## src/verilog/rxfc_regs.svh

```systemverilog
// register offsets, field values, frame limits and timing counts
`ifndef RXFC_REGS_SVH
`define RXFC_REGS_SVH

// apb register byte addresses
`define CFG_ADDR 12'h000
`define MTU_ADDR 12'h004
`define STA_LO_ADDR 12'h008
`define STA_HI_ADDR 12'h00c
`define STAT_ADDR 12'h010

// reset values: length/type checking on, mtu at 1518
`define CFG_RST 10'h010
`define MTU_RST 16'h05ee

// status register bit positions
`define STAT_PEND_BIT 16
`define STAT_PAUSED_BIT 17

// frame limits in bytes
`define MIN_FRAME 16'h0040
`define MAX_UNTAG 16'h05ee
`define MAX_TAG 16'h05f2
`define LEN_MIN 16'h002e
`define TYPE_MIN 16'h0600
`define HDR_FCS 16'h0012
`define HDR_LEN 16'h000e
`define FCS_LEN 16'h0004

// field codes, lane 0 first
`define TYPE_CTRL 16'h8808
`define TYPE_VLAN 16'h8100
`define OP_PAUSE 16'h0001
`define CTRL_MC 48'h010000c28001

// fcs, reflected form
`define CRC_INIT 32'hffffffff
`define CRC_POLY 32'hedb88320
`define CRC_RESIDUE 32'hdebb20e3

// pause quantum: 512 bit times at 10 Gb/s, rounded up
`define CLK_PERIOD_PS 25000
`define QUANTUM_PS 51200
`define QUANTUM_CYC ((`QUANTUM_PS + `CLK_PERIOD_PS - 1) / `CLK_PERIOD_PS)

`endif

```

## src/verilog/rxfc_pkg.sv

```systemverilog
// types shared by the receive check and flow control block
package rxfc_pkg;

   // one decoded word from the phy side, lane 0 first
   typedef struct packed {
      logic [63:0] data;
      logic [7:0] keep;
      logic valid;
      logic last;
      logic err;
      logic pre;
   } phy_word_s;

   // stream word toward the client
   typedef struct packed {
      logic [63:0] tdata;
      logic [7:0] tkeep;
      logic tvalid;
      logic tlast;
      logic tuser;
   } axis_s;

   // configuration word, bit 0 is fcs_pass
   typedef struct packed {
      logic simplex_rx;
      logic tx_fc_en;
      logic rx_fc_en;
      logic cust_pre;
      logic ctl_len_dis;
      logic lt_chk_en;
      logic vlan_en;
      logic mtu_en;
      logic jumbo_en;
      logic fcs_pass;
   } cfg_s;

   typedef enum logic [1:0] {rx_idle, rx_frame, rx_close} rx_state_e;

   // whole state of the block
   typedef struct packed {
      cfg_s cfg;
      logic [15:0] mtu;
      logic [47:0] sta;
      logic [31:0] prdata;
      logic pready;
      logic pslverr;
      rx_state_e rxs;
      phy_word_s hold;
      logic [15:0] hbase;
      logic [15:0] cnt;
      logic [31:0] crc;
      logic err;
      logic [1:0] widx;
      logic [47:0] da;
      logic [15:0] ltype;
      logic [15:0] opcode;
      logic [15:0] pval;
      axis_s out;
      logic req_pend;
      logic [15:0] req_val;
      logic go;
      logic [15:0] go_val;
      logic [15:0] quanta;
      logic [1:0] sub;
      logic allow;
   } state_s;

endpackage

```

## src/verilog/rx_frame_check_flow_control.sv

```systemverilog
// receive frame checks, padding strip and pause flow control
`timescale 1ns/1ps
`include "rxfc_regs.svh"

module rx_frame_check_flow_control (
   // clock and reset
   input wire logic sys_clk,
   input wire logic nrst,
   // apb slave
   input wire logic psel,
   input wire logic penable,
   input wire logic pwrite,
   input wire logic [11:0] paddr,
   input wire logic [31:0] pwdata,
   output logic [31:0] prdata,
   output logic pready,
   output logic pslverr,
   // decoded words from the phy side
   input wire rxfc_pkg::phy_word_s rx_in,
   // stream toward the client
   output rxfc_pkg::axis_s rx_out,
   // pause request from the client
   input wire logic pause_req,
   input wire logic [15:0] pause_val,
   // transmitter handshake
   input wire logic tx_busy,
   output logic pause_go,
   output logic [15:0] pause_go_val,
   output logic tx_allow
);

   rxfc_pkg::state_s st;
   rxfc_pkg::state_s next_st;

   // ------------------------------------------------------------
   // helper functions
   // ------------------------------------------------------------

   // byte count of a keep word
   function automatic logic [15:0] pop(input logic [7:0] k);
      logic [15:0] n;
      n = 16'h0000;
      for (int i = 0; i < 8; i++) begin
         n = n + {15'h0000, k[i]};
      end
      return n;
   endfunction

   // clear lanes at or past the byte limit
   function automatic logic [7:0] cut(input logic [7:0] k,
                                      input logic [15:0] b,
                                      input logic [15:0] l);
      logic [7:0] m;
      m = k;
      for (int i = 0; i < 8; i++) begin
         if (b + 16'(i) >= l) begin
            m[i] = 1'b0;
         end
      end
      return m;
   endfunction

   // bytewise fcs update; long chain but one word per cycle
   function automatic logic [31:0] crc_upd(input logic [31:0] c,
                                           input logic [63:0] d,
                                           input logic [7:0] k);
      logic [31:0] r;
      r = c;
      for (int i = 0; i < 8; i++) begin
         if (k[i]) begin
            r = r ^ {24'h000000, d[8*i +: 8]};
            for (int j = 0; j < 8; j++) begin
               r = r[0] ? ((r >> 1) ^ `CRC_POLY) : (r >> 1);
            end
         end
      end
      return r;
   endfunction

   // ------------------------------------------------------------
   // end of frame checks, from registered fields
   // ------------------------------------------------------------
   logic [15:0] dlen;
   logic [15:0] maxl;
   logic is_len;
   logic is_ctrl;
   logic crc_ok;
   logic da_ok;
   logic pause_ok;
   logic fc_drop;
   logic bad;

   assign dlen = st.cnt - `HDR_FCS;
   assign maxl = (st.ltype == `TYPE_VLAN && st.cfg.vlan_en) ?
                 `MAX_TAG : `MAX_UNTAG;
   assign is_len = st.ltype < `TYPE_MIN;
   assign is_ctrl = st.ltype == `TYPE_CTRL;
   assign crc_ok = st.crc == `CRC_RESIDUE;
   assign da_ok = st.da == `CTRL_MC || st.da == st.sta;
   assign pause_ok = !st.err && crc_ok && da_ok && is_ctrl &&
                     st.opcode == `OP_PAUSE && st.cnt == `MIN_FRAME;
   // disabled flow control leaves frame alone unless simplex_rx is set
   assign fc_drop = pause_ok &&
                    (st.cfg.rx_fc_en || st.cfg.simplex_rx);

   // each term one bad frame cause
   always_comb begin
      bad = 1'b0;
      bad = bad || st.err || !crc_ok;
      bad = bad || st.cnt < `MIN_FRAME;
      // oversize; an enabled mtu check replaces this ceiling
      bad = bad || (!st.cfg.jumbo_en && !st.cfg.mtu_en && st.cnt > maxl);
      bad = bad || (st.cfg.mtu_en && !st.cfg.jumbo_en &&
                    st.cnt > st.mtu);
      bad = bad || (is_ctrl && st.cnt != `MIN_FRAME &&
                    !st.cfg.ctl_len_dis);
      bad = bad || (is_len && st.ltype >= `LEN_MIN &&
                    st.cfg.lt_chk_en && dlen != st.ltype);
      bad = bad || (is_len && st.ltype < `LEN_MIN &&
                    st.cnt != `MIN_FRAME);
      bad = bad || fc_drop;
   end

   // ------------------------------------------------------------
   // byte limit for the held word
   // ------------------------------------------------------------
   logic first;
   logic dword;
   logic [15:0] base_cnt;
   logic [31:0] base_crc;
   logic [15:0] tot;
   logic known;
   logic padcut;
   logic [15:0] lim;
   logic [7:0] hkeep;
   logic hvalid;
   logic [1:0] wi;

   assign first = st.rxs == rxfc_pkg::rx_idle;
   assign dword = rx_in.valid && !rx_in.pre;
   assign base_cnt = first ? 16'h0000 : st.cnt;
   assign base_crc = first ? `CRC_INIT : st.crc;
   assign wi = first ? 2'h0 : st.widx;
   assign known = st.rxs == rxfc_pkg::rx_close ||
                  (dword && rx_in.last);
   assign tot = (st.rxs == rxfc_pkg::rx_close) ? st.cnt :
                base_cnt + pop(rx_in.keep);
   // padding removed only when lengths are checked
   assign padcut = st.cfg.lt_chk_en && st.ltype < `LEN_MIN &&
                   st.widx >= 2'h2;

   always_comb begin
      if (st.cfg.fcs_pass) begin
         lim = 16'hffff;
      end else if (padcut) begin
         lim = `HDR_LEN + st.ltype;
      end else if (known) begin
         lim = tot - `FCS_LEN;
      end else begin
         lim = 16'hffff;
      end
   end

   // preamble word framed on lanes 1 to 7
   assign hkeep = st.hold.pre ?
                  (st.cfg.cust_pre ? 8'hfe : 8'h00) :
                  cut(st.hold.keep, st.hbase, lim);
   assign hvalid = st.hold.valid &&
                   (!st.hold.pre || st.cfg.cust_pre);

   // ------------------------------------------------------------
   // apb decode
   // ------------------------------------------------------------
   logic hit;
   logic [31:0] rd;

   always_comb begin
      hit = 1'b1;
      rd = 32'h00000000;
      case (paddr)
         `CFG_ADDR: rd = {22'h000000, st.cfg};
         `MTU_ADDR: rd = {16'h0000, st.mtu};
         `STA_LO_ADDR: rd = st.sta[31:0];
         `STA_HI_ADDR: rd = {16'h0000, st.sta[47:32]};
         `STAT_ADDR: begin
            rd[15:0] = st.quanta;
            rd[`STAT_PEND_BIT] = st.req_pend;
            rd[`STAT_PAUSED_BIT] = st.quanta != 16'h0000;
         end
         default: hit = 1'b0;
      endcase
   end

   // ------------------------------------------------------------
   // next state
   // ------------------------------------------------------------
   always_comb begin
      next_st = st;
      next_st.out.tvalid = 1'b0;
      next_st.out.tlast = 1'b0;
      next_st.out.tuser = 1'b0;
      next_st.go = 1'b0;

      // apb: answer in the first access cycle
      next_st.pready = psel && !penable;
      next_st.pslverr = psel && !penable && !hit;
      next_st.prdata = (psel && !penable && hit) ? rd : 32'h00000000;
      if (psel && penable && st.pready && pwrite) begin
         case (paddr)
            `CFG_ADDR: next_st.cfg = rxfc_pkg::cfg_s'(pwdata[9:0]);
            `MTU_ADDR: next_st.mtu = pwdata[15:0];
            `STA_LO_ADDR: next_st.sta[31:0] = pwdata;
            `STA_HI_ADDR: next_st.sta[47:32] = pwdata[15:0];
            default: next_st.mtu = st.mtu;
         endcase
      end

      if (st.quanta != 16'h0000) begin
         if (st.sub == 2'(`QUANTUM_CYC - 1)) begin
            next_st.sub = 2'h0;
            next_st.quanta = st.quanta - 16'h0001;
         end else begin
            next_st.sub = st.sub + 2'h1;
         end
      end

      // receive path; no stall, one word out per word in
      case (st.rxs)
         rxfc_pkg::rx_idle, rxfc_pkg::rx_frame: begin
            if (rx_in.valid && rx_in.pre && first) begin
               next_st.hold = rx_in;
            end else if (dword) begin
               // older word leaves as a new one arrives
               next_st.out.tvalid = hvalid;
               next_st.out.tdata = st.hold.data;
               next_st.out.tkeep = hvalid ? hkeep : 8'h00;
               next_st.hold = rx_in;
               next_st.hbase = base_cnt;
               next_st.cnt = tot;
               next_st.crc = crc_upd(base_crc, rx_in.data,
                                     rx_in.keep);
               next_st.err = (!first && st.err) || rx_in.err;
               next_st.widx = (wi == 2'h3) ? 2'h3 : wi + 2'h1;
               // header fields by word position
               case (wi)
                  2'h0: next_st.da = rx_in.data[47:0];
                  2'h1: begin
                     next_st.ltype = {rx_in.data[39:32],
                                      rx_in.data[47:40]};
                     next_st.opcode = {rx_in.data[55:48],
                                       rx_in.data[63:56]};
                  end
                  2'h2: next_st.pval = {rx_in.data[7:0],
                                        rx_in.data[15:8]};
                  default: next_st.pval = st.pval;
               endcase
               next_st.rxs = rx_in.last ? rxfc_pkg::rx_close :
                             rxfc_pkg::rx_frame;
            end
         end
         rxfc_pkg::rx_close: begin
            // status one cycle after the last word
            next_st.out.tvalid = 1'b1;
            next_st.out.tlast = 1'b1;
            next_st.out.tuser = !bad;
            next_st.out.tdata = st.hold.data;
            next_st.out.tkeep = hkeep;
            next_st.hold.valid = 1'b0;
            next_st.rxs = rxfc_pkg::rx_idle;
            if (pause_ok && st.cfg.rx_fc_en && !st.cfg.simplex_rx) begin
               next_st.quanta = st.pval;
               next_st.sub = 2'h0;
            end
         end
         default: next_st.rxs = rxfc_pkg::rx_idle;
      endcase

      // send once the transmitter is idle, even while paused
      if (st.req_pend && !tx_busy && !st.go) begin
         next_st.go = 1'b1;
         next_st.go_val = st.req_val;
         next_st.req_pend = 1'b0;
      end
      // new request wins over the clear
      if (pause_req && st.cfg.tx_fc_en) begin
         next_st.req_pend = 1'b1;
         next_st.req_val = pause_val;
      end
      // pending pause and quanta hold back client frames
      next_st.allow = next_st.quanta == 16'h0000 &&
                      !next_st.req_pend;
   end

   // ------------------------------------------------------------
   // state register
   // ------------------------------------------------------------
   // synchronous reset to constants only
   always_ff @(posedge sys_clk) begin
      if (!nrst) begin
         st <= '0;
         st.cfg <= rxfc_pkg::cfg_s'(`CFG_RST);
         st.mtu <= `MTU_RST;
         st.allow <= 1'b1;
      end else begin
         st <= next_st;
      end
   end

   // outputs straight from the state register
   assign prdata = st.prdata;
   assign pready = st.pready;
   assign pslverr = st.pslverr;
   assign rx_out = st.out;
   assign pause_go = st.go;
   assign pause_go_val = st.go_val;
   assign tx_allow = st.allow;

endmodule // rx_frame_check_flow_control

```

## config.mk

```make
export PLATFORM = sky130hd
export DESIGN_NAME = rx_frame_check_flow_control
export DESIGN_NICKNAME = d
export VERILOG_FILES = /design/src/verilog/rxfc_pkg.sv /design/src/verilog/rx_frame_check_flow_control.sv
export VERILOG_INCLUDE_DIRS = /design/src /design/src/verilog
export SDC_FILE = /design/constraint.sdc
export NUM_CORES = 2
export LEC_CHECK = 0
export BUFFER_PORTS_ARGS = -buffer_cell sky130_fd_sc_hd__buf_2
export CAP_MARGIN = 40
export CORE_ASPECT_RATIO = 1.2
export CORE_MARGIN = 5
export CORE_UTILIZATION = 50
export DETAILED_ROUTE_END_ITERATION = 12
export PLACE_DENSITY_LB_ADDON = 0.15
export SYNTH_ARGS = -nofsm -noshare
export SYNTH_HDL_FRONTEND = slang
export SYNTH_SLANG_ARGS = --single-unit
export TNS_END_PERCENT = 5
```

## constraint.sdc

```tcl
create_clock -name sys_clk -period 24 [get_ports sys_clk]
set_input_delay 3.6 -clock sys_clk [delete_from_list [all_inputs] [get_ports sys_clk]]
set_output_delay 3.6 -clock sys_clk [all_outputs]
set_load 0.01 [all_outputs]
```

==> results.env <==
SYNTH-ASYNC-RESET-RATIO_PCT=0
CTS.HOLD.BUFFERS_ADDED=0
NUM-FILL-CELLS=7350
MAXIMUM_NUMBER_OF_PINS_ON_ONE_NET_BEFORE_GLOBAL_ROUTE_REPAIR=91
TRITONCTS.NUM_BUFFERS=51
IO_PINS=270
DP_HPWL_UM=101700
RUN_STATUS='finished, final reports clean'
FINAL_COMMON_CELL='nand2_1'
POSTROUTEANTENNANETS=0
INITIAL_CORE_UTIL_PCT=50.23
FINALINSTANCEAREA_UM2=41160
POST_CTS_RESIZED=0
TIMING_MAX_TRANSITION_VIOLATIONS_FINAL=0
FMAX_MHz=70.14
POST-CTS-SETUP-BUFFER-COUNT=0
CTS_MAX_PATH_BUFFERS=3
GRT_FIRST_PASS_WIRELENGTH_UM=197300
DIE_WIDTH_UM=262.6
PLACEMENT_ROWS=111
WL_MET1_UM=53400
TIMING.FINAL.CRIT_SHARE_PCT=59.41
SYNTH.AREA.TOP_CELLS='dfxtp_1 (25%), xnor2_1 (8.8%), nand2_1 (8.6%)'
VIA_COUNT_OF_THE_FIRST_GLOBAL_ROUTING_PASS=31541
WORST_HOLD_CHECK_PATH_TYPE='register to register'
GRT.TOTAL_USAGE_PCT=30.44
TOTAL_GLOBAL_ROUTING_OVERFLOW=0
GPL.FINAL_WEIGHTED_CONGESTION=1.001
ROUTE.TOP_LAYER_USED='met4'
CLK_LATENCY_PS=620
DIE_AREA_UM2=82250
TIMING.SETUP.TNS_PS=0
PERIOD_NEEDED_PS=14260
SYNTH-SEQ-CELLS=475
FINAL_SETUP_VIOLATION_COUNT=0
LAYOUT_COMMON_CELLS='nand2_1 (878), dfxtp_1 (475), xnor2_1 (386)'
CTS.SINK_COUNT=475
CELL_WITH_THE_BIGGEST_INDIVIDUAL_DELAY_ON_THE_CRITICAL_PATH='or4_1'
DRT-WIRELENGTH-PER-CELL_UM=22.94
FIRST_PASS_ITERS=6
CP_DATA_REQUIRED_TIME_PS=24500
CAP_VIOLATIONS=0
CLK_TRANSITION_REPORTED_PATHS_PS=60
MET3WIRELENGTH_UM=7662
MAXSLEWHEADROOM_PCT=38.53
YOSYSSEQAREASHARE_PCT=24.83
RSZ0062_AT_GRT='false'
TIMING.SETUP.CRITICAL_PATH_CLASS='input port to register'
WORST_MARGIN_PIN_SLEW_PS=922.1
POST_SYNTH_INST_COUNT=4733
CRITPATHARRIVALTIME_PS=14760
CTS_TREE='yes'
CRITICAL_PATH.STARTPOINT_TYPE='input port'
MET2WIRELENGTH_UM=63090
POST-SYNTH-TOP-AREA-FRACTION_PCT=24.83
CRITICAL_PATH_PEAK_FANOUT=62
PLACE.PORT_BUFFERS=269
POST_ROUTE_CELLS_DRIVE_ABOVE_1_SHARE_PCT=11.28
PLACED_AREA_UM2=39330
FP.COREAREA_UM2=76250
HTREEDEPTH=2
YS_DOMINANT_REG_CELL='dfxtp_1'
CP_SLOWEST_STAGE_DELAY_PS=640
SEQCELLAREA_UM2=9509
DRCVIOLATIONCOUNT=0
SYNTH_ENABLE_FLOP_CELLS=0
DR_TOTAL_VIAS=33249
ROUTED_VIA_DENSITY=5.796
YOSYS_TOP_CELL_BY_AREA='dfxtp_1'
POST_SYNTH.CELL_AREA_AVG_UM2=8.092
NUMBER_OF_DESIGN_RULE_VIOLATIONS_LEFT_BY_THE_FIRST_DETAILED_ROUTER_ITERATION=3058
HOLD_VIOL_FINAL=0
MULTIINPUTGATEAREA_UM2=26530
DIE_HEIGHT_UM=313.2
FIN_NETS=4969
SYNTH.YOSYS.WARNINGS=0
SYNTH.CELL_AREA_UM2=38300
AREA_DELTA_SYNTH_FINAL_PCT=7.462
CTSROOTBUFFERMASTER='clkbuf_16'
POSTSYNTHNETCOUNT=5023
ANTENNA_FOUND_INITIAL=2
END_KIND='register'
WL_UM=131600
TIMING.CLOCK.SKEW_PS=15.48
YOSYSUNIQUECELLTYPES=112
[state kept, by name (all words and copies together), names as in the netlist]
name          flops
pslverr           1
pause_go_val     16
pause_go          1
pready            1
rx_out           75
st              348
tx_allow          1
prdata           32
[worst paths after layout]
kind	cells past startpoint	startpoint	endpoint	slack (ps)
max	30	rx_in[4]	st[246]	9740
max reg2reg	30	st[368]	st[246]	12000
min reg2reg	2	rx_out[42]	rx_out[42]	460
min	2	rx_out[42]	rx_out[42]	460
[worst max-delay path, delay by kind of cell]
kind / cells / cell delay (ps)
AOI/OAI and AO/OA: 9 / 3650
buffers and inverters: 3 / 1130
and+or+nand+nor: 7 / 1980
xor gates and xnor gates: 10 / 4010
muxes: 1 / 330
[through the flow]
stage	hold slack [ps]	utilization [%]	worst slack [ps]	instances
after floorplan	438.7	-	11260	4733
after CTS	461.2	53.97	9870	5735
after global placement	445.7	51.42	9489	5637
after detailed placement	454.4	51.58	9236	5643
after global routing	479.9	53.98	9069	5737
final	458.3	53.98	9742	5737
[cell usage after synthesis (9+ instances only)]
master / number
o211ai_1: 33
nand2_1: 879
nor2b_1: 82
a21o_1: 25
a31oi_1: 11
xor3_1: 14
nand4_1: 41
clkbuf_1: 237
and3_1: 22
o211a_1: 17
a211oi_1: 25
o21ai_0: 153
mux2_2: 27
buf_2: 22
xor2_1: 218
nor3_1: 98
or3_1: 28
inv_1: 60
a21boi_0: 348
a21oi_1: 209
xnor2_1: 386
a222oi_1: 21
ha_1: 142
dfxtp_1: 475
or2_2: 14
o22ai_1: 9
buf_4: 130
xnor2_2: 13
nor3b_1: 10
buf_1: 32
nand3_1: 72
mux2i_1: 96
and2_1: 67
xnor3_1: 78
nand2b_1: 61
nor2_1: 273
nor4b_1: 12
o21a_1: 18
a211o_1: 14
nor4_1: 50
maj3_1: 16
[layer usage]
metal  vias to the layer above  GRT usage, %
li1                      16006             -
met4                         0         14.26
met2                      1169         52.65
met5                         -             0
met1                     15792         38.00
met3                       282         3.548
[layout make-up]
type                       count  share of cell area [%]
multi-input combinational   3774                   64.47
antenna                        2                 0.01216
timing repair buffer         315                   4.329
inverter                      62                  0.5655
clock inverter                21                  0.7996
tap                         1017                   3.092
sequential                   475                   23.11
clock buffer                  71                   3.624
[logic make-up (layout without fill, tap and decap cells)]
kind of cell / count (synthesis) / count (layout) / synth area share (%)
AO/OA/AOI/OAI: 994 / 994 / 18.02
XOR/XNOR: 726 / 726 / 20.80
adder cells (fa/ha/maj): 163 / 163 / 5.319
buffers and inverters: 484 / 469 / 6.109
flip-flops: 475 / 475 / 24.83
multiplexers: 132 / 132 / 3.786
other: 0 / 2 / 0
AND/OR/NAND/NOR: 1759 / 1759 / 21.13
Power is not shown: default switching activity piles up to over one toggle a cycle in this logic, so the estimate is an artifact.
